`src/hw/lcs_supervisor_end.sv`:
```
// No logic here; the supervisor and its flag filter sit in their own files

```
`src/hw/lcs_pkg.sv`:
```
// Shared constants and types for the LED channel supervisor
package lcs_pkg;
    localparam int CLK_HZ = 125_000_000;
    localparam int CYC_PER_US = CLK_HZ / 1_000_000;
    localparam int NUM_CH = 6;
    localparam int MAX_FAULTS = 4;
    localparam int DIM_LEVELS = 16;
    localparam int LVL_W = 4;
    localparam int CNT_CH_W = 3;
    // Comparator flag settle time, least time so round up
    localparam int FILT_NS = 1000;
    localparam int FILT_CYC = (FILT_NS * CYC_PER_US + 999) / 1000;
    localparam int FILT_W = 8;
    // Blanking after each dimming on-edge before faults are sampled
    localparam int BLANK_CYC = 2 * FILT_CYC;
    localparam int AGE_W = 9;
    // Time the reference node is held at its preset level
    localparam int PRESET_US = 20;
    localparam int PRESET_CYC = PRESET_US * CYC_PER_US;
    localparam int PRE_W = 12;
    // Overvoltage retry rate
    localparam int OVP_CYCLE_HZ = 2;
    localparam int OVP_CYCLE_CYC = CLK_HZ / OVP_CYCLE_HZ;
    localparam int CYC_W = 26;
    // Internal dimming frequency per range, sixteen steps per period
    localparam int DIM_LF_HZ = 1000;
    localparam int DIM_HF_HZ = 10000;
    localparam int DIM_LF_STEP_CYC = CLK_HZ / (DIM_LF_HZ * DIM_LEVELS);
    localparam int DIM_HF_STEP_CYC = CLK_HZ / (DIM_HF_HZ * DIM_LEVELS);
    localparam int STEP_W = 16;
    // Duty measurement counter width, covers a 100 Hz input period
    localparam int MEAS_W = 24;

    typedef enum logic [3:0] {
        ST_OFF = 4'h1,
        ST_PRESET = 4'h2,
        ST_RUN = 4'h4,
        ST_OVP_WAIT = 4'h8
    } lcs_state_t;
endpackage

```
`src/hw/lcs_flag_filter.sv`:
```
// Two-stage synchroniser and settle filter for one comparator flag
`timescale 1ns/100ps
module lcs_flag_filter
    import lcs_pkg::*;
(
    // Clock and reset
    input wire logic clk_sys,
    input wire logic srst,
    // Flag
    input wire logic raw,
    output logic filt
);
    logic sync_a;
    logic sync_b;
    logic [FILT_W-1:0] cnt;

    wire differs = (sync_b != filt);
    wire settled = (cnt == FILT_W'(FILT_CYC - 1));

    always_ff @(posedge clk_sys) begin
        if (srst) begin
            sync_a <= 1'b0;
            sync_b <= 1'b0;
            cnt <= '0;
            filt <= 1'b0;
        end else begin
            sync_a <= raw;
            sync_b <= sync_a;
            // Glitches shorter than the settle time never reach the latches
            cnt <= (differs && !settled) ? cnt + 1'b1 : '0;
            if (differs && settled) begin
                filt <= sync_b;
            end
        end
    end
endmodule

```
`src/hw/lcs_supervisor.sv`:
```
// Six-channel LED fault, dimming and overvoltage supervisor
`timescale 1ns/100ps
module lcs_supervisor
    import lcs_pkg::*;
#(
    parameter int OVP_CYCLE_CYC_P = OVP_CYCLE_CYC,
    parameter int DIM_LF_STEP_P = DIM_LF_STEP_CYC
) (
    // Clock and reset
    input wire logic clk_sys,
    input wire logic srst,
    // Control pins
    input wire logic enable_pin,
    input wire logic dim_ratio_input,
    input wire logic dim_freq_select_pin,
    input wire logic mode_pin,
    // Channel comparator flags
    input wire logic [NUM_CH-1:0] io_open_flag,
    input wire logic [NUM_CH-1:0] io_short_flag,
    input wire logic [NUM_CH-1:0] io_below_reg,
    input wire logic [NUM_CH-1:0] io_above_reg,
    // Boost comparator flags
    input wire logic ovp_trip_flag,
    input wire logic ovp_release_flag,
    input wire logic ref_ceiling_flag,
    // Reference node controls
    output logic ref_preset_close,
    output logic ref_charge,
    output logic ref_discharge,
    // Boost and dimming
    output logic boost_run,
    output logic internal_dim_pulse,
    output logic dim_range_hf,
    output logic [LVL_W-1:0] dim_level,
    // Channel drive and status
    output logic [NUM_CH-1:0] channel_drive,
    output logic [NUM_CH-1:0] channel_fault,
    output logic ovp_cycling
);
    localparam int NFLAG = 4 * NUM_CH + 4;

    function automatic logic [CNT_CH_W-1:0] lcs_popcount(input logic [NUM_CH-1:0] v);
        logic [CNT_CH_W-1:0] c;
        c = '0;
        for (int i = 0; i < NUM_CH; i++) begin
            c = c + CNT_CH_W'(v[i]);
        end
        return c;
    endfunction

    function automatic logic [LVL_W-1:0] lcs_quantise(input logic [MEAS_W-1:0] hi,
                                                      input logic [MEAS_W-1:0] per);
        logic [MEAS_W+LVL_W-1:0] scaled;
        logic [LVL_W-1:0] q;
        scaled = {hi, 4'h0};
        q = 4'h0;
        for (int n = 1; n < DIM_LEVELS; n++) begin
            if (scaled >= {4'h0, per} * (MEAS_W + LVL_W)'(n)) begin
                q = LVL_W'(n);
            end
        end
        return q;
    endfunction

    // Flag synchronisers and filters
    wire [NFLAG-1:0] raw_flags = {enable_pin, ref_ceiling_flag, ovp_release_flag, ovp_trip_flag,
                                  io_above_reg, io_below_reg, io_short_flag, io_open_flag};
    logic [NFLAG-1:0] flags_f;

    for (genvar g = 0; g < NFLAG; g++) begin : gen_filt
        lcs_flag_filter u_filt (
            .clk_sys(clk_sys),
            .srst(srst),
            .raw(raw_flags[g]),
            .filt(flags_f[g])
        );
    end

    wire [NUM_CH-1:0] open_f = flags_f[NUM_CH-1:0];
    wire [NUM_CH-1:0] short_f = flags_f[2*NUM_CH-1:NUM_CH];
    wire [NUM_CH-1:0] below_f = flags_f[3*NUM_CH-1:2*NUM_CH];
    wire [NUM_CH-1:0] above_f = flags_f[4*NUM_CH-1:3*NUM_CH];
    wire trip_f = flags_f[4*NUM_CH];
    wire release_f = flags_f[4*NUM_CH+1];
    wire ceiling_f = flags_f[4*NUM_CH+2];
    wire en_f = flags_f[4*NUM_CH+3];

    // Dimming pins pass only a synchroniser: a filter would eat short duty
    logic [2:0] pin_a;
    logic [2:0] pin_b;
    logic drc_d;
    wire drc_s = pin_b[0];
    wire ext_s = pin_b[1];
    wire mode_s = pin_b[2];
    wire drc_rise = drc_s && !drc_d;

    // Duty measurement of the ratio input
    logic [MEAS_W-1:0] meas_total;
    logic [MEAS_W-1:0] meas_high;
    logic [MEAS_W-1:0] lat_total;
    logic [MEAS_W-1:0] lat_high;
    logic lat_new;
    logic [LVL_W-1:0] level;
    wire total_max = &meas_total;
    wire high_max = &meas_high;
    // Rise cycle is itself high, so both counts restart at one
    wire [MEAS_W-1:0] next_total = drc_rise ? MEAS_W'(1) : (total_max ? meas_total : meas_total + 1'b1);
    wire [MEAS_W-1:0] next_high = drc_rise ? MEAS_W'(1) :
                                  ((drc_s && !high_max) ? meas_high + 1'b1 : meas_high);
    // A vanished input keeps the last level, the same as the analog part does
    wire [LVL_W-1:0] next_level = (lat_new && lat_total != '0) ? lcs_quantise(lat_high, lat_total) : level;

    // Internal dimming generator
    logic [STEP_W-1:0] step_cnt;
    logic [LVL_W-1:0] step_idx;
    wire [STEP_W-1:0] step_len = mode_s ? STEP_W'(DIM_HF_STEP_CYC) : STEP_W'(DIM_LF_STEP_P);
    wire step_wrap = (step_cnt >= step_len - 1'b1);
    wire gen_pulse = (step_idx < level);
    wire dim_src = ext_s ? mode_s : gen_pulse;
    wire dim_zero = !ext_s && (level == '0);

    // Supervisor state
    lcs_state_t st;
    lcs_state_t next_st;
    logic [PRE_W-1:0] pre_cnt;
    logic [CYC_W-1:0] cyc_cnt;
    wire cyc_done = (cyc_cnt == '0);
    wire pre_done = (pre_cnt == '0);
    wire in_run = (st == ST_RUN);
    wire boost_state = (st == ST_PRESET) || in_run;
    // Recovery waits for both the 1.7V release and the retry period
    wire restart = en_f && release_f && cyc_done;
    wire enter_preset = (st == ST_OFF && en_f) || (st == ST_OVP_WAIT && restart);

    always_comb begin
        next_st = st;
        unique case (st)
            ST_OFF: if (en_f) next_st = ST_PRESET;
            ST_PRESET: begin
                if (!en_f) next_st = ST_OFF;
                else if (trip_f) next_st = ST_OVP_WAIT;
                else if (pre_done) next_st = ST_RUN;
            end
            ST_RUN: begin
                if (!en_f) next_st = ST_OFF;
                else if (trip_f) next_st = ST_OVP_WAIT;
            end
            ST_OVP_WAIT: begin
                if (!en_f) next_st = ST_OFF;
                else if (restart) next_st = ST_PRESET;
            end
            default: next_st = ST_OFF;
        endcase
    end

    // Fault acceptance, blanked after each dim on-edge
    logic [AGE_W-1:0] on_age;
    wire age_full = (on_age == AGE_W'(BLANK_CYC));
    wire sample_ok = in_run && dim_src && age_full;
    // Only the two window comparators count; mid-range collector is fine
    wire [NUM_CH-1:0] fault_hit = (open_f | short_f) & {NUM_CH{sample_ok}};
    logic [NUM_CH-1:0] next_fault;

    always_comb begin
        logic [CNT_CH_W-1:0] cnt;
        cnt = lcs_popcount(channel_fault);
        next_fault = channel_fault;
        for (int i = 0; i < NUM_CH; i++) begin
            // Lowest channel wins when several fail in one cycle
            if (!next_fault[i] && fault_hit[i] && cnt < CNT_CH_W'(MAX_FAULTS)) begin
                next_fault[i] = 1'b1;
                cnt = cnt + 1'b1;
            end
        end
    end

    // Reference loop direction, held through dim off-time
    logic dir_up;
    logic dir_valid;
    wire ref_active = in_run && dim_src;
    wire charge_req = |(below_f & ~channel_fault);
    wire discharge_req = &(above_f | channel_fault);
    wire next_dir_valid = (!in_run || dim_zero) ? 1'b0 :
                          (ref_active ? (charge_req || discharge_req) : dir_valid);
    wire next_dir_up = ref_active ? charge_req : dir_up;
    wire next_charge = in_run && dir_valid && dir_up && !ceiling_f && !dim_zero;
    wire next_discharge = in_run && dir_valid && !dir_up && !dim_zero;
    wire next_boost = boost_state && dim_src && !trip_f;
    wire [NUM_CH-1:0] next_drive = ~next_fault & {NUM_CH{boost_state && dim_src}};

    always_ff @(posedge clk_sys) begin
        if (srst) begin
            pin_a <= '0;
            pin_b <= '0;
            drc_d <= 1'b0;
        end else begin
            pin_a <= {mode_pin, dim_freq_select_pin, dim_ratio_input};
            pin_b <= pin_a;
            drc_d <= drc_s;
        end
    end

    always_ff @(posedge clk_sys) begin
        if (srst) begin
            meas_total <= '0;
            meas_high <= '0;
            lat_total <= '0;
            lat_high <= '0;
            lat_new <= 1'b0;
            level <= '0;
        end else begin
            meas_total <= next_total;
            meas_high <= next_high;
            lat_new <= drc_rise;
            if (drc_rise) begin
                lat_total <= meas_total;
                lat_high <= meas_high;
            end
            level <= next_level;
        end
    end

    always_ff @(posedge clk_sys) begin
        if (srst) begin
            step_cnt <= '0;
            step_idx <= '0;
            on_age <= '0;
        end else begin
            step_cnt <= step_wrap ? '0 : step_cnt + 1'b1;
            step_idx <= step_wrap ? step_idx + 1'b1 : step_idx;
            on_age <= !dim_src ? '0 : (age_full ? on_age : on_age + 1'b1);
        end
    end

    always_ff @(posedge clk_sys) begin
        if (srst) begin
            st <= ST_OFF;
            pre_cnt <= '0;
            cyc_cnt <= '0;
            dir_up <= 1'b0;
            dir_valid <= 1'b0;
        end else begin
            st <= next_st;
            pre_cnt <= enter_preset ? PRE_W'(PRESET_CYC - 1) : (pre_done ? pre_cnt : pre_cnt - 1'b1);
            cyc_cnt <= enter_preset ? CYC_W'(OVP_CYCLE_CYC_P - 1) : (cyc_done ? cyc_cnt : cyc_cnt - 1'b1);
            dir_up <= next_dir_up;
            dir_valid <= next_dir_valid;
        end
    end

    always_ff @(posedge clk_sys) begin
        if (srst) begin
            ref_preset_close <= 1'b0;
            ref_charge <= 1'b0;
            ref_discharge <= 1'b0;
            boost_run <= 1'b0;
            internal_dim_pulse <= 1'b0;
            dim_range_hf <= 1'b0;
            dim_level <= '0;
            channel_drive <= '0;
            channel_fault <= '0;
            ovp_cycling <= 1'b0;
        end else begin
            ref_preset_close <= (st == ST_PRESET);
            ref_charge <= next_charge;
            ref_discharge <= next_discharge;
            boost_run <= next_boost;
            internal_dim_pulse <= dim_src;
            dim_range_hf <= mode_s && !ext_s;
            dim_level <= level;
            channel_drive <= next_drive;
            channel_fault <= next_fault;
            ovp_cycling <= (next_st == ST_OVP_WAIT);
        end
    end

    preset_exclusive_a: assert property (@(posedge clk_sys) disable iff (srst)
        ref_preset_close |-> !ref_charge && !ref_discharge)
        else $error("reference moved while preset switch closed");
    ref_direction_a: assert property (@(posedge clk_sys) disable iff (srst)
        !(ref_charge && ref_discharge))
        else $error("reference charged and discharged together");
    ext_dim_follow_a: assert property (@(posedge clk_sys) disable iff (srst)
        ext_s |=> internal_dim_pulse == $past(mode_s))
        else $error("external dim pulse not followed");
    fault_sticky_a: assert property (@(posedge clk_sys) disable iff (srst)
        (channel_fault & $past(channel_fault)) == $past(channel_fault))
        else $error("latched channel fault cleared");
    faulted_undriven_a: assert property (@(posedge clk_sys) disable iff (srst)
        (channel_drive & channel_fault) == '0)
        else $error("faulted channel still driven");
    fault_limit_a: assert property (@(posedge clk_sys) disable iff (srst)
        lcs_popcount(channel_fault) <= CNT_CH_W'(MAX_FAULTS))
        else $error("more than four channels latched");
    trip_stops_a: assert property (@(posedge clk_sys) disable iff (srst)
        trip_f && en_f && boost_state |=> !boost_run && ovp_cycling)
        else $error("boost kept switching after trip");
    restart_preset_a: assert property (@(posedge clk_sys) disable iff (srst)
        st == ST_OVP_WAIT && restart |-> ##2 ref_preset_close && !ovp_cycling)
        else $error("restart without reference preset");
    cycle_reload_a: assert property (@(posedge clk_sys) disable iff (srst)
        $rose(st == ST_PRESET) |-> cyc_cnt == CYC_W'(OVP_CYCLE_CYC_P - 1))
        else $error("retry counter not reloaded");
    boost_gated_a: assert property (@(posedge clk_sys) disable iff (srst)
        boost_run |-> internal_dim_pulse)
        else $error("boost switching with dim pulse low");
endmodule

```
`config.mk`:
```
export PLATFORM = sky130hd
export DESIGN_NAME = lcs_supervisor
export DESIGN_NICKNAME = d
export VERILOG_FILES = /design/src/hw/lcs_supervisor_end.sv /design/src/hw/lcs_pkg.sv /design/src/hw/lcs_flag_filter.sv /design/src/hw/lcs_supervisor.sv
export SDC_FILE = /design/constraint.sdc
export NUM_CORES = 2
export LEC_CHECK = 0
export BUFFER_PORTS_ARGS = -buffer_cell sky130_fd_sc_hd__buf_4
export CAP_MARGIN = 5
export CORE_ASPECT_RATIO = 1.25
export CORE_MARGIN = 10
export CORE_UTILIZATION = 30
export DETAILED_ROUTE_END_ITERATION = 8
export HOLD_SLACK_MARGIN = 0.08
export PLACE_DENSITY = 0.43
export SYNTH_ARGS = -nofsm -noshare
export SYNTH_HDL_FRONTEND = slang
export SYNTH_SLANG_ARGS = --single-unit
export TNS_END_PERCENT = 50
```
`constraint.sdc`:
```
create_clock -name clk_sys -period 7.6 [get_ports clk_sys]
set_clock_uncertainty 0.05 [all_clocks]
set_input_delay 1.52 -clock clk_sys [delete_from_list [all_inputs] [get_ports clk_sys]]
set_output_delay 1.52 -clock clk_sys [all_outputs]
set_load 0.05 [all_outputs]
```
==> results.json <==
{
  "cts_tree": "built",
  "ys.flop_type": "dfxtp_1",
  "final_core_util_pct": 34.00,
  "post_cts_resized": 0,
  "synth-seq-area-share_pct": 26.83,
  "fin_nets": 5205,
  "die_y_um": 419.0,
  "cts_buffers": 59,
  "synth_area_mm2": 0.03821,
  "fin_tns_setup_ns": 0,
  "grt_pass1_vias": 29179,
  "drtIter0Drc": 1044,
  "finalHoldViolCount": 0,
  "fillCellCount": 13182,
  "crit_type": "register to register",
  "ctsHoldBuffers": 0,
  "drive_gt1_share_pct": 5.786,
  "r2r_cells": 27,
  "rows": 146,
  "via_count": 29283,
  "crit_path_end_kind": "register",
  "power.share.clock_pct": 46.9,
  "cts_sinks": 512,
  "gp_congestion": 0.8367,
  "switching_share_pct": 25.15,
  "finalCriticalPeriod_ns": 6.868,
  "crit_fanout": 9,
  "async_flop_share_pct": 0,
  "slew_viol_final": 0,
  "cp.required_ns": 8.09,
  "areaGrowthSynthToFinish_pct": 12.64,
  "synthCells": 4306,
  "cp.arrival_ns": 7.36,
  "ys_seq_elements": 512,
  "grt_max_degree": 148,
  "die_area_mm2": 0.1421,
  "holdPathStages": 1,
  "switching_power_uw": 1639,
  "ioPinCount": 56,
  "slew_headroom_pct": 23.23,
  "die_x_um": 339.2,
  "postSynthAreaPerCell_um2": 8.873,
  "pwr-share-comb_pct": 9.4,
  "rsz0062_at_grt": "no",
  "power_uw": 6517,
  "insertion_delay_ns": 0.68,
  "vias_per_cell": 4.753,
  "netlist-cell-type-count": 91,
  "core_area_mm2": 0.1266,
  "fin_crit_sh_pct": 90.37,
  "cap_violations": 0,
  "dp_hpwl_um": 79670,
  "antenna_found_initial": 0,
  "diodes": 0,
  "status": "complete, no violations",
  "max_freq_mhz": 145.6,
  "p_per_area_mw_per_mm2": 151.4,
  "synth.top_cell.area_share_pct": 26.83,
  "grt_usage_pct": 14.19,
  "initial_utilization_pct": 30.18,
  "setup_viol": 0,
  "clockRootBuffer": "clkbuf_16",
  "yosys_warnings": 0,
  "hp-class": "register to register",
  "synthTopCellsByArea": "dfxtp_1, ha_1, fa_1, nor2_1, xnor2_1",
  "clockBufferDepth": 3,
  "hold-worst-slack_ns": 0.3949,
  "final_common_cell": "ha_1",
  "synth_edf_count": 0,
  "power.leakage_uw": 0.01876,
  "path_clk_slew_ns": 0.08,
  "postCtsSetupBuffers": 0,
  "overflow": 0,
  "post_drt_wl_per_cell_um": 16.61,
  "drc_errors": 0,
  "pwr-share-seq_pct": 43.6,
  "vdd_drop_max_uv": 228.0,
  "internal_power_uw": 4878,
  "ctsHtreeMaxLevel": 2,
  "final_cell_mix": "ha_1, nor2_1, dfxtp_1",
  "grt_pass1_wl_um": 164000,
  "numPortBuffers": 55,
  "synth_area_leader_cell": "dfxtp_1",
  "ant_nets": 0,
  "wl_um": 102300,
  "first_pass_iters": 5,
  "worst_pin_slew_ns": 1.149,
  "startpoint_type": "register"
}
metrics by stage:
step / instances / area (µm²) / setup WS [ns]
2_1_floorplan: 4307 / 38210 / 1.720
3_3_place_gp: 6053 / 40920 / 0.6820
4_1_cts: 6160 / 43020 / 0.7562
3_5_place_dp: 6053 / 40920 / 0.8215
5_1_grt: 6161 / 43040 / 0.2121
6_report: 6161 / 43040 / 0.7317
power by group through the flow:
| stage | logic, µW | clock network (µW) | registers, µW |
|---|---|---|---|
| floorplan | 482 | 0 | 2890 |
| detailed placement | 620 | 0 | 2900 |
| finish | 616 | 3060 | 2840 |
| global placement | 619 | 0 | 2900 |
| CTS | 626 | 3190 | 2840 |
| global route | 702 | 3270 | 2860 |
metal layers:
metal	up-vias	share of wire, %	global-route usage [%]
li1	15285	-	-
met1	13609	45	17.42
met2	297	51	26.48
met3	92	2.3	1.509
met4	0	1.9	2.875
met5	-	0	0
final cells by class:
class                      instances  area, µm²  area share [%]
clock buffer                      77       1634           3.797
tap                             1702       2130           4.948
multi-input combinational       3451      26650           61.93
sequential                       512      10250           23.82
clock inverter                    30      466.7           1.084
timing repair buffer             112      864.6           2.009
inverter                         277       1040           2.416
cell usage after synthesis (all sizes together), types with 17 or more instances:
master and instances:
a211oi 24, a21o 99, a21oi 187, a22o 26, a31oi 24, and3 69, clkbuf 61, dfxtp 512
fa 113, ha 646, inv 277, mux2i 34, nand2 223, nand2b 48, nand3 185, nand3b 18
nand4 66, nor2 539, nor2b 111, nor3 93, nor4 17, o21a 37, o21ai 160, o21bai 18
or3 44, xnor2 218, xor2 214
worst max-delay path: stages, from the launching register on:
cell	delay [ns]
dfxtp_1	0.64
inv_1	0.19
ha_1	0.37
inv_1	0.06
fa_1	0.53
inv_1	0.06
ha_1	0.29
a21o_1	0.18
a21oi_1	0.22
o21bai_1	0.14
a21oi_1	0.27
nor2_1	0.11
and4_1	0.23
nor3_1	0.39
o31ai_1	0.19
o41ai_1	0.61
xnor2_1	0.19
ha_1	0.26
nor2b_1	0.13
o21ai_0	0.15
nand2b_1	0.08
a21oi_1	0.14
nor2b_1	0.05
o21ai_0	0.14
nand2b_1	0.07
a211o_1	0.38
or4b_1	0.48
o22ai_1	0.14
kinds of logic (layout without fill, tap and decap cells):
kind of cell               Yosys count  after routing  synth area share, %
other                                1              2             0.009814
xor gates and xnor gates           432            432                9.902
buffers and inverters              344            496                3.461
adders and majority gates          763            763                27.18
muxes                               38             38                1.009
DFF                                512            512                26.83
AOI/OAI and AO/OA                  727            727                12.57
and+or+nand+nor                   1489           1489                19.04
registers in the layout, summed over array words and instances, names as in the netlist, 3 cells and up:
name                    flops
gen_filt.u_filt.cnt       224
gen_filt.u_filt.filt       28
gen_filt.u_filt.sync_a     28
gen_filt.u_filt.sync_b     28
cyc_cnt                    26
lat_high                   24
lat_total                  24
meas_high                  24
meas_total                 24
step_cnt                   16
pre_cnt                    12
on_age                      9
channel_drive               6
channel_fault               6
dim_level                   4
level                       4
st                          4
step_idx                    4
pin_a                       3
pin_b                       3
final timing paths:
check,endpoint,slack [ns],from
min,gen_filt[14].u_filt.sync_b$_SDFF_PP0_,0.39,gen_filt[14].u_filt.sync_a$_SDFF_PP0_
max reg2reg,level[1]$_SDFFE_PP0P_,0.73,lat_total[1]$_SDFFE_PP0P_
max,level[1]$_SDFFE_PP0P_,0.73,lat_total[1]$_SDFFE_PP0P_
min reg2reg,gen_filt[14].u_filt.sync_b$_SDFF_PP0_,0.39,gen_filt[14].u_filt.sync_a$_SDFF_PP0_
Power figures use the tool's default switching activity.
